### config.mk
export PLATFORM = sky130hd
export DESIGN_NAME = dpclk_ctrl
export DESIGN_NICKNAME = d
export VERILOG_FILES = /design/src/shared/dpclk_pkg.sv /design/src/shared/dpclk_sync_if.sv /design/src/verilog/dpclk_sync.sv /design/src/verilog/dpclk_ctrl.sv
export VERILOG_INCLUDE_DIRS = /design/src /design/src/shared
export SDC_FILE = /design/constraint.sdc
export NUM_CORES = 1
export LEC_CHECK = 0
export BUFFER_PORTS_ARGS = -buffer_cell sky130_fd_sc_hd__buf_2
export CAP_MARGIN = 20
export CORE_UTILIZATION = 45
export DETAILED_ROUTE_END_ITERATION = 12
export PLACE_DENSITY = 0.83
export REMOVE_ABC_BUFFERS = 1
export SKIP_LAST_GASP = 1
export SYNTH_ARGS = -nofsm -noshare
export SYNTH_HDL_FRONTEND = slang
export SYNTH_SLANG_ARGS = --single-unit
### constraint.sdc
create_clock -name mclk -period 2.8 [get_ports mclk]
set_input_delay 0.28 -clock mclk [delete_from_list [all_inputs] [get_ports mclk]]
set_output_delay 0.28 -clock mclk [all_outputs]
set_load 0.01 [all_outputs]
### src/shared/dpclk_regs.svh
`ifndef DPCLK_REGS_SVH
`define DPCLK_REGS_SVH
// ==========================================================
// register offsets
`define DPCLK_OFS_MIN_TU 12'h1c4
`define DPCLK_OFS_LINKCFG 12'h200
`define DPCLK_OFS_REFSEL 12'h204
`define DPCLK_OFS_RSTCTL 12'h208
`define DPCLK_OFS_STATUS 12'h20c
// ==========================================================
// field positions
`define DPCLK_CFG_RATE 1:0
`define DPCLK_CFG_W32 4
`define DPCLK_RST_VID 0
`define DPCLK_RST_AUD 1
`define DPCLK_RST_STRM_N 2
`define DPCLK_STAT_TMO 5
// ==========================================================
// reset values
`define DPCLK_RV_RATE 2'h1
`define DPCLK_RV_W32 1'h0
`define DPCLK_RV_REFSEL 1'h1
`define DPCLK_RV_RSTCTL 3'h3
`define DPCLK_RV_MIN_TU 32'h00000000
`define DPCLK_RV_FREQ 13'h0546
// ==========================================================
// line rates: code and rate in Mb/s
`define DPCLK_RATE_RBR 2'h0
`define DPCLK_RATE_HBR 2'h1
`define DPCLK_RATE_HBR2 2'h2
`define DPCLK_RATE_RSVD 2'h3
`define DPCLK_MBPS_RBR 13'h0654
`define DPCLK_MBPS_HBR 13'h0a8c
`define DPCLK_MBPS_HBR2 13'h1518
`define DPCLK_DIV16 6'h14
`define DPCLK_DIV32 6'h28
`define DPCLK_MASK16 32'h0000ffff
`define DPCLK_MASK32 32'hffffffff
`define DPCLK_MIN_TU_32 32'h00000004
`define DPCLK_DRP_RATE_ADDR 8'h88
// ==========================================================
// timing
`define DPCLK_CLK_NS 50
`define DPCLK_AUX_NS 1000
`define DPCLK_AUX_CYC ((`DPCLK_AUX_NS) / (`DPCLK_CLK_NS))
`define DPCLK_LOCK_TMO_NS 1000000
// ==========================================================
// synchroniser bit map
`define DPCLK_NSYNC 4
`define DPCLK_IN_LOCK 0
`define DPCLK_IN_DONE 1
`define DPCLK_IN_RDY 2
`define DPCLK_IN_CABLE 3
`endif

### src/shared/dpclk_pkg.sv
package dpclk_pkg;
  typedef enum logic [1:0] {
    ST_WRITE,
    ST_WAIT_RDY,
    ST_WAIT_LOCK,
    ST_RUN
  } dpclk_state_type;
endpackage

### src/shared/dpclk_sync_if.sv
`timescale 1ns/10ps
`default_nettype none
`include "dpclk_regs.svh"
interface dpclk_sync_if;
  logic [`DPCLK_NSYNC-1:0] raw;
  logic [`DPCLK_NSYNC-1:0] sync;
  modport stage (input raw, output sync);
  modport user (output raw, input sync);
endinterface
`default_nettype wire

### src/verilog/dpclk_sync.sv
`timescale 1ns/10ps
`default_nettype none
`include "dpclk_regs.svh"
module dpclk_sync
  import dpclk_pkg::*;
(
  input wire logic mclk, // system clock
  input wire logic rst_n, // synchronous reset, active low
  input wire logic ce, // clock enable
  dpclk_sync_if.stage sb // raw pins in, synchronised levels out
);
  logic [`DPCLK_NSYNC-1:0] meta;
  logic [`DPCLK_NSYNC-1:0] hold;

  // ==========================================================
  // two flops per pin; meta feeds hold and nothing else
  for (genvar i = 0; i < `DPCLK_NSYNC; i++)
  begin : g_bit
    always_ff @(posedge mclk)
    begin
      if (!rst_n)
      begin
        meta[i] <= 1'h0;
        hold[i] <= 1'h0;
      end
      else if (ce)
      begin
        meta[i] <= sb.raw[i];
        hold[i] <= meta[i];
      end
    end
  end

  assign sb.sync = hold;
endmodule // dpclk_sync
`default_nettype wire

### src/verilog/dpclk_ctrl.sv
// Chosen here: the plain strobed port.
`timescale 1ns/10ps
`default_nettype none
`include "dpclk_regs.svh"
module dpclk_ctrl
  import dpclk_pkg::*;
#(
  parameter int LOCK_TMO_CYC = `DPCLK_LOCK_TMO_NS / `DPCLK_CLK_NS
)
(
  input wire logic mclk, // 20 MHz host clock
  input wire logic rst_n, // synchronous reset, active low
  input wire logic ce, // clock enable, freezes all state when low
  input wire logic [11:0] addr, // register byte address
  input wire logic [31:0] wdata, // write data
  input wire logic wr, // write strobe
  input wire logic rd, // read strobe
  output logic [31:0] rdata, // read data, cycle after rd
  input wire logic pll_lock_pin, // transceiver pll lock, async
  input wire logic reset_done_pin, // transceiver reset done, async
  input wire logic drp_rdy_pin, // reconfiguration port ready, async
  input wire logic cable_pin, // cable present, async
  input wire logic [23:0] mvid_in, // video M value from link
  input wire logic [23:0] nvid_in, // video N value from link
  input wire logic mn_valid, // M and N valid pulse
  output logic refclk_sel, // 1 selects refclk_input_one
  output logic drp_en, // reconfiguration access strobe
  output logic drp_we, // reconfiguration write enable
  output logic [7:0] drp_addr, // reconfiguration address
  output logic [15:0] drp_wdata, // reconfiguration write data
  output logic lnk_rst, // link-domain reset, active high
  output logic [5:0] clkgen_div, // clock generator divide ratio
  output logic [12:0] lnk_freq, // link clock in 100 kHz units
  output logic gt_width32, // 32-bit transceiver width applied
  output logic [31:0] gt_lane_mask, // valid bits of transceiver buses
  output logic aux_tick, // aux timing strobe
  output logic [23:0] vid_m, // latched video M
  output logic [23:0] vid_n, // latched video N
  output logic vid_rst, // video reset, active high
  output logic aud_rst, // audio interface reset, active high
  output logic aud_strm_rst_n // audio stream reset, active low
);
  // ==========================================================
  // declarations
  localparam logic [19:0] TMO_LAST = 20'(LOCK_TMO_CYC - 1);
  localparam logic [4:0] AUX_LAST = 5'(`DPCLK_AUX_CYC - 1);

  dpclk_sync_if sif ();
  dpclk_state_type state;
  dpclk_state_type next_state;
  logic lock_s;
  logic done_s;
  logic rdy_s;
  logic cable_s;
  logic rdy_q;
  logic rdy_rise;
  logic [1:0] cfg_rate;
  logic cfg_w32;
  logic [1:0] act_rate;
  logic [31:0] min_tu;
  logic tmo_flag;
  logic [19:0] tmr;
  logic tmr_hit;
  logic tmo_set;
  logic [4:0] aux_cnt;
  logic [12:0] rate_mbps;
  logic wr_cfg;
  logic wr_ref;
  logic wr_tu;
  logic wr_rst;
  logic wr_stat;
  logic apply;
  logic tu_small;
  logic [31:0] stat_word;
  logic [31:0] rd_val;

  // ==========================================================
  // pin synchronisers
  assign sif.raw = {cable_pin, drp_rdy_pin, reset_done_pin, pll_lock_pin};

  dpclk_sync i_dpclk_sync (
    .mclk(mclk),
    .rst_n(rst_n),
    .ce(ce),
    .sb(sif)
  );

  assign lock_s = sif.sync[`DPCLK_IN_LOCK];
  assign done_s = sif.sync[`DPCLK_IN_DONE];
  assign rdy_s = sif.sync[`DPCLK_IN_RDY];
  assign cable_s = sif.sync[`DPCLK_IN_CABLE];
  assign rdy_rise = rdy_s && !rdy_q;

  // ==========================================================
  // decode
  assign wr_cfg = wr && (addr == `DPCLK_OFS_LINKCFG);
  assign wr_ref = wr && (addr == `DPCLK_OFS_REFSEL);
  assign wr_tu = wr && (addr == `DPCLK_OFS_MIN_TU);
  assign wr_rst = wr && (addr == `DPCLK_OFS_RSTCTL);
  assign wr_stat = wr && (addr == `DPCLK_OFS_STATUS);
  assign apply = (state == ST_WRITE);
  assign tmr_hit = (tmr >= TMO_LAST);
  assign tmo_set = tmr_hit && (state inside {ST_WAIT_RDY, ST_WAIT_LOCK});
  assign rate_mbps = (cfg_rate == `DPCLK_RATE_RBR) ? `DPCLK_MBPS_RBR :
                     (cfg_rate == `DPCLK_RATE_HBR2) ? `DPCLK_MBPS_HBR2 :
                     `DPCLK_MBPS_HBR;
  // software must keep this at 4 or more in 32-bit mode; we only flag it
  assign tu_small = gt_width32 && (min_tu < `DPCLK_MIN_TU_32);
  assign stat_word = {26'h0, tmo_flag, tu_small, !lnk_rst, cable_s,
                      done_s, lock_s};
  assign rd_val =
    (addr == `DPCLK_OFS_MIN_TU) ? min_tu :
    (addr == `DPCLK_OFS_LINKCFG) ? {27'h0, cfg_w32, 2'h0, cfg_rate} :
    (addr == `DPCLK_OFS_REFSEL) ? {31'h0, refclk_sel} :
    (addr == `DPCLK_OFS_RSTCTL) ? {29'h0, aud_strm_rst_n, aud_rst, vid_rst} :
    (addr == `DPCLK_OFS_STATUS) ? stat_word : 32'h0;

  // ==========================================================
  // software registers
  always_ff @(posedge mclk)
  begin
    if (!rst_n)
    begin
      cfg_rate <= `DPCLK_RV_RATE;
      cfg_w32 <= `DPCLK_RV_W32;
    end
    else if (ce && wr_cfg)
    begin
      // reserved rate code leaves the rate alone
      if (wdata[`DPCLK_CFG_RATE] != `DPCLK_RATE_RSVD)
        cfg_rate <= wdata[`DPCLK_CFG_RATE];
      cfg_w32 <= wdata[`DPCLK_CFG_W32];
    end
  end

  always_ff @(posedge mclk)
  begin
    if (!rst_n)
      refclk_sel <= `DPCLK_RV_REFSEL;
    else if (ce && wr_ref)
      refclk_sel <= wdata[0];
  end

  always_ff @(posedge mclk)
  begin
    if (!rst_n)
      min_tu <= `DPCLK_RV_MIN_TU;
    else if (ce && wr_tu)
      min_tu <= wdata;
  end

  // resets leave as flop levels; each domain resynchronises its own
  always_ff @(posedge mclk)
  begin
    if (!rst_n)
      {aud_strm_rst_n, aud_rst, vid_rst} <= `DPCLK_RV_RSTCTL;
    else if (ce && wr_rst)
    begin
      vid_rst <= wdata[`DPCLK_RST_VID];
      aud_rst <= wdata[`DPCLK_RST_AUD];
      aud_strm_rst_n <= wdata[`DPCLK_RST_STRM_N];
    end
  end

  // set beats a write-one-to-clear in the same cycle
  always_ff @(posedge mclk)
  begin
    if (!rst_n)
      tmo_flag <= 1'h0;
    else if (ce && tmo_set)
      tmo_flag <= 1'h1;
    else if (ce && wr_stat && wdata[`DPCLK_STAT_TMO])
      tmo_flag <= 1'h0;
  end

  always_ff @(posedge mclk)
  begin
    if (!rst_n)
      rdata <= 32'h0;
    else if (ce)
      rdata <= rd ? rd_val : 32'h0;
  end

  // ==========================================================
  // reconfiguration sequencer
  always_comb
  begin
    next_state = state;
    case (state)
      ST_WRITE: next_state = ST_WAIT_RDY;
      ST_WAIT_RDY:
        if (rdy_rise)
          next_state = ST_WAIT_LOCK;
        else if (tmr_hit)
          next_state = ST_WRITE;
      ST_WAIT_LOCK:
        if (lock_s && done_s && cable_s)
          next_state = ST_RUN;
        else if (tmr_hit)
          next_state = ST_WRITE;
      ST_RUN:
        // recovered clock is unusable without cable or lock
        if (!lock_s || !cable_s)
          next_state = ST_WAIT_LOCK;
      default: next_state = ST_WRITE;
    endcase
    if (wr_cfg)
      next_state = ST_WRITE;
  end

  always_ff @(posedge mclk)
  begin
    if (!rst_n)
    begin
      state <= ST_WRITE;
      lnk_rst <= 1'h1;
      rdy_q <= 1'h0;
    end
    else if (ce)
    begin
      state <= next_state;
      lnk_rst <= (next_state != ST_RUN);
      rdy_q <= rdy_s;
    end
  end

  // one shared timer bounds both waits; a stuck pll retries the write
  always_ff @(posedge mclk)
  begin
    if (!rst_n)
      tmr <= 20'h0;
    else if (ce && (state != next_state))
      tmr <= 20'h0;
    else if (ce && !tmr_hit)
      tmr <= tmr + 20'h1;
  end

  always_ff @(posedge mclk)
  begin
    if (!rst_n)
    begin
      drp_en <= 1'h0;
      drp_we <= 1'h0;
      drp_addr <= 8'h0;
      drp_wdata <= 16'h0;
    end
    else if (ce)
    begin
      drp_en <= apply;
      drp_we <= apply;
      drp_addr <= `DPCLK_DRP_RATE_ADDR;
      drp_wdata <= {11'h0, cfg_w32, 2'h0, cfg_rate};
    end
  end

  // ==========================================================
  // applied clock settings, only changed by a reconfiguration
  always_ff @(posedge mclk)
  begin
    if (!rst_n)
    begin
      act_rate <= `DPCLK_RV_RATE;
      gt_width32 <= `DPCLK_RV_W32;
      clkgen_div <= `DPCLK_DIV16;
      lnk_freq <= `DPCLK_RV_FREQ;
      gt_lane_mask <= `DPCLK_MASK16;
    end
    else if (ce && apply)
    begin
      act_rate <= cfg_rate;
      gt_width32 <= cfg_w32;
      clkgen_div <= cfg_w32 ? `DPCLK_DIV32 : `DPCLK_DIV16;
      // in 100 kHz units rate/20 is a half and rate/40 a quarter
      lnk_freq <= cfg_w32 ? (rate_mbps >> 2) : (rate_mbps >> 1);
      gt_lane_mask <= cfg_w32 ? `DPCLK_MASK32 : `DPCLK_MASK16;
    end
  end

  // ==========================================================
  // aux strobe and video regeneration values
  always_ff @(posedge mclk)
  begin
    if (!rst_n)
    begin
      aux_cnt <= 5'h0;
      aux_tick <= 1'h0;
    end
    else if (ce)
    begin
      aux_cnt <= (aux_cnt == AUX_LAST) ? 5'h0 : aux_cnt + 5'h1;
      aux_tick <= (aux_cnt == AUX_LAST);
    end
  end

  always_ff @(posedge mclk)
  begin
    if (!rst_n)
    begin
      vid_m <= 24'h0;
      vid_n <= 24'h0;
    end
    else if (ce && mn_valid && (state == ST_RUN))
    begin
      vid_m <= mvid_in;
      vid_n <= nvid_in;
    end
  end
endmodule // dpclk_ctrl
`default_nettype wire

After elaboration in Yosys (flattened, before gate mapping)
Index checks and enable logic that the tools add are counted.
{ "totals": {"ff_bits": 215, "input_bits": 102, "out_inout_bits": 164, "word_cells": 104} }
{ "op_classes": {"n_addsub": 2, "order_cmp": 2, "eq_ne": 13, "mux": 20, "n_bitwise": 1, "reduce_logical": 34} }
{ "ops": {"columns": ["cell", "n"], "rows": [
  ["$mux 32", 3],
  ["$eq 12x10->1 const B", 4],
  ["$lt 32x3->1 const B", 1],
  ["$mux 6", 5],
  ["$mux 13", 2],
  ["$logic_and 1x1->1", 22],
  ["$add 20x1->20 const B", 1],
  ["$ge 20x15->1 const B", 1],
  ["$eq 12x9->1 const B", 1],
  ["$mux 12", 1],
  ["$mux 2", 5],
  ["$pmux 2 s4", 1],
  ["$eq 2x2->1 const B", 3],
  ["$add 5x1->5 const B", 1],
  ["$eq 5x5->1 const B", 1],
  ["$logic_not 1->1", 5],
  ["$mux 5", 1],
  ["$logic_not 2->1", 2],
  ["$ne 2x2->1 const B", 2],
  ["$reduce_bool 2->1", 2],
  ["$eq 2x1->1 const B", 1],
  ["$mux 1", 2],
  ["$ne 2x2->1", 1],
  ["$reduce_and 2->1", 1],
  ["other kinds (3)", 3]
]} }

Longest topological paths before layout
{ "depth": {"word_depth": 8, "mapped_depth": 9, "mapped_depth_nobuf": 8} }

Modules after synthesis
A second synthesis with hierarchy kept.
{ "unflattened": {"hier_cells": 840, "area_unflattened_um2": 7698.6} }
{ "modules_own_cells": {"columns": ["module", "n_inst", "cells_per_inst", "area_each_um2", "seq_area_each_um2"], "rows": [
  ["dpclk_ctrl", 1, 815, 7397.1, 3363.2],
  ["dpclk_sync", 1, 25, 301.5, 160.2]
]} }

Worst setup path after synthesis
OpenSTA, ideal clock, no wires.
{ "synth_timing": {"path_type": "input to register", "from": "in addr[1]", "to": "reg tmr[10]", "setup_time_ns": 0.066, "arrival_time_ns": 2.161, "required_time_ns": 2.734, "slack_ns": 0.572, "path_stages": 7, "path_buffers": 1, "path_cell_list": "or4_4 -> nor4_4 -> a211oi_1 -> a211oi_2 -> o2111ai_4 -> buf_6 -> a21oi_2"} }
{ "synth_via": {"elab_chain_cells": 6} }
{ "synth_rtl": {"columns": ["element", "line_no", "rtl"], "rows": [
  ["start: declaration", "dpclk_ctrl.sv:14", "input wire logic [11:0] addr,"],
  ["$eq 12x10->1 (no source line)", null, null],
  ["$logic_and 1x1->1", "dpclk_ctrl.sv:96", "assign wr_cfg = wr && (addr == `DPCLK_OFS_LINKCFG);"],
  ["$mux 2", "dpclk_ctrl.sv:207", "if (wr_cfg)"],
  ["$ne 2x2->1", "dpclk_ctrl.sv:232", "else if (ce && (state != next_state))"],
  ["$logic_and 1x1->1", "dpclk_ctrl.sv:232", null],
  ["$reduce_or 2->1 (no source line)", null, null],
  ["end signal: assignment", "dpclk_ctrl.sv:235", "tmr <= tmr + 20'h1;"],
  ["end: declaration", "dpclk_ctrl.sv:62", "logic [19:0] tmr;"]
]} }
No other way between the ends.
A chain may end at the register's enable or synchronous reset.

Worst setup path after layout
{ "layout_timing": {"from": "reg tmr[15]", "to": "reg tmr[16]"} }
{ "layout_via": {"elab_chain_cells": 8, "word_cells_on_any_way": 12, "classes_between": "add/sub: 1; order compare: 1; eq/ne: 1; mux: 5; reduce/logical: 4"} }
{ "layout_rtl": {"columns": ["element", "line_no", "rtl"], "rows": [
  ["$ge 20x15->1", "dpclk_ctrl.sv:102", "assign tmr_hit = (tmr >= TMO_LAST);"],
  ["$mux 2", "dpclk_ctrl.sv:194, dpclk_ctrl.sv:199", null],
  ["$mux 2 (on tied branches)", "dpclk_ctrl.sv:197, dpclk_ctrl.sv:192", null],
  ["$pmux 2 s4", "dpclk_ctrl.sv:189", "case (state)"],
  ["$mux 2", "dpclk_ctrl.sv:207", null],
  ["$ne 2x2->1", "dpclk_ctrl.sv:232", null],
  ["$logic_and 1x1->1", "dpclk_ctrl.sv:232", null],
  ["$reduce_or 2->1 (no source line)", null, null]
]} }
Parallel ways exist; a longest one is shown, timed or not.

==> reports/summary.txt <==
max_cap viols: 0
fin crit share: 0.924
hold_buf cts: 0
Final Instance Area: 9440 sq um
Slew Viols, Final: 0
EDFF count, synth: 0
initial DRC count: 321
Critical Path Max Stage Delay: 0.58 ns
Post-DP Area: 8780 sq um
critical path fanouts, max: 19
crit end category: register
Relative slew margins: 0.433
critical path launch point type: register
yosys warns: 0
CP max stage cell: or4_1
Overflow after GRT: 0
initial core utilization: 0.466
worst path cell trace: or4_1 > nor3b_2 > o211ai_1 > a211oi_2 > o2111ai_4 > a21boi_0
vias per cell: 5.04
gp weighted congestion: 0.832
DR WL/cell: 14.9 um
Top-Level Pins: 266
filler instances: 1535
Rows: 47
type of the most critical hold path: primary input to register
Worst-Skew Late Latency: 0.42 ns
gr usage total: 0.209
synth unique cells: 63
P_leak: 3.87 nW
Clock Tree Buf Depth: 2
Post-Synth Adder-Cell Area: 0.0112
Remaining DRCs: 0
reg-to-reg setup timing slack: 0.21 ns
Final setup viols: 0
CP Data Arrival Time: 2.91 ns
commonest non-fill, non-tap cell in the layout: buf_2
cells after synthesis: 839
Mapped Area: 7810 sq um
Peak VDD IR: 0.433 mV
ys flop type: dfxtp_1
asr flop ratio synth: 0
PwrDens: 577 nW/um^2
crit path time final: 2.59 ns
share of post-route cells with drive strength above 1: 0.284
routed vias: 6332
Routed Antenna Nets: 0
main combinational cell family by area after synthesis: simple AND/OR/NAND/NOR gates
Total Neg Setup Slack: 0 ns
CP required: 3.12 ns
Routed Wire Length: 18.7 mm
Post-Synth Simple-Gate Area: 0.209
cell family with most CP delay: compound AO/OA/AOI/OAI gates
H-tree Lvls: 4
die area: 17900 sq um
highest-count cells in the layout ignoring fill and taps: buf_2 (226), dfxtp_1 (176), nand2_1 (126)
worst setup path category: register to register
mux contribution to synthesized area: 0.0708
post-synthesis xor/xnor area fraction: 0.0146
die height: 134 um
vias in the first global route: 5881
initial antenna violation count: 2
CP Buf/Inv Count: 0
Final HPWL DP: 13.2 mm
Clk pin slew, worst setup/hold paths: 0.07 ns
first-pass GRT wire length: 29.6 mm
unrepaired setup endpoints after global routing: false
Setup Fix Bufs, Post-CTS: 0
sequential fraction of the synthesis area: 0.451
Avg Inst Size Synth: 9.31 sq um
number of buffers added on ports: 227
post-CTS sizing: 0
Worst Clk Skew: 0.00824 ns
flops & latches, synth: 176
Synth Area in Compound Gates: 0.152
largest net degree at the start of global routing: 77
DRT Pass-1 Iters: 5
outcome: complete, no violations
P&R area growth vs syn: 20.8%
Final nets: 1131
cts bufs inserted: 17
CTS tree: done
Root Buffer: clkbuf_16
CTS sink count: 176
Max Clk Rate: 387 MHz
Slew @ Worst Pin: 0.849 ns
final hold vios: 0
Die Span X: 134 um
Core ar.: 16800 sq um
## synth_stat cells (4+ instances only)
master    count  area (sq um)
nor2b_1      85           532
a21boi_0     60           450
buf_6         5          56.3
o21a_1        4          30.0
and3_1        5          31.3
inv_1         4          15.0
nor4b_1       4          35.0
ha_1          7          87.6
nand4_1       8          50.1
or3_1         4          25.0
and2_1        7          43.8
nand3_1      18          90.1
xor2_1       11          96.3
mux2i_1      53           531
dfxtp_1     176          3520
clkbuf_1     40           150
a22oi_1      31           233
buf_4        62           465
o21ai_0      18          90.1
a21oi_1      12          60.1
nor2_1       14          52.6
buf_1         4          15.0
a21oi_2      10          87.6
nand2_1     126           473
nor4_1        8          50.1
nor3_1        7          35.0
## final cells by class
cell class              count  area (sq um)  share of cell area
clock buffers              21           480              0.0509
clock inverters            11           178              0.0188
well taps                 220           275              0.0292
flip-flops and latches    176          3520               0.373
inverters                   5          18.8             0.00199
repair buffers            239          1240               0.131
diodes                      2          5.00            0.000530
multi-input cells         583          3720               0.394
## worst paths after layout
| kind | from | to | cells past startpoint |
|---|---|---|---|
| worst min register to register | lnk_freq[2]$_SDFFE_PN1P_ | lnk_freq[2]$_SDFFE_PN1P_ | 1 |
| worst max register to register | tmr[15]$_SDFFE_PP0P_ | tmr[16]$_SDFFE_PP0P_ | 6 |
| worst min-delay path | mvid_in[0] | vid_m[0]$_SDFFE_PN0P_ | 3 |
| worst max-delay path | tmr[15]$_SDFFE_PP0P_ | tmr[16]$_SDFFE_PP0P_ | 6 |
## kinds of logic after synthesis
family | count (synthesis)
adder cells (fa/ha/maj) | 7
flip-flops | 176
XOR/XNOR | 13
AO/OA/AOI/OAI | 161
AND/OR/NAND/NOR | 309
buffers and inverters | 116
multiplexers | 55
other | 2
## worst min-delay path, delay by kind of cell
kind | cells | cell delay [ns]
and+or+nand+nor | 1 | 0.04
buffers and inverters | 1 | 0.09
AOI/OAI and AO/OA | 1 | 0.06
## registers in the layout, indices dropped and copies added (netlist names), 2 cells and up
signal	flops
aux_cnt	5
cfg_rate	2
clkgen_div	2
drp_wdata	3
i_dpclk_sync.meta	4
i_dpclk_sync.sb.sync	4
lnk_freq	11
min_tu	32
rdata	32
state	2
tmr	20
vid_m	24
vid_n	24
## routing by layer
| layer | up-vias | share of wire | GRT usage |
|---|---|---|---|
| met1 | 2950 | 0.45 | 0.262 |
| met3 | 26 | 0.067 | 0.0628 |
| met5 | - | 0 | 0 |
| met2 | 204 | 0.47 | 0.338 |
| met4 | 0 | 0.018 | 0.0713 |
| li1 | 3152 | - | - |
## through the flow
step | std cells | util | hold slack (ns) | worst slack (ns) | total power, mW
floorplan | 764 | - | 0.342 | -0.451 | 2.74
global placement | 1223 | 0.524 | 0.430 | 0.270 | 2.89
detailed placement | 1223 | 0.524 | 0.440 | 0.199 | 2.90
CTS | 1255 | 0.563 | 0.0863 | 0.216 | 5.49
global route | 1256 | 0.563 | 0.0956 | 0.0551 | 5.60
finish | 1257 | 0.563 | 0.103 | 0.214 | 5.44
## where the power goes
group,total (mW),switching (mW),internal [mW]
sequential,2.54,0.0173,2.52
clock,2.60,0.999,1.60
combinational,0.304,0.175,0.128
Note: power is estimated with default switching activity, not from simulation.
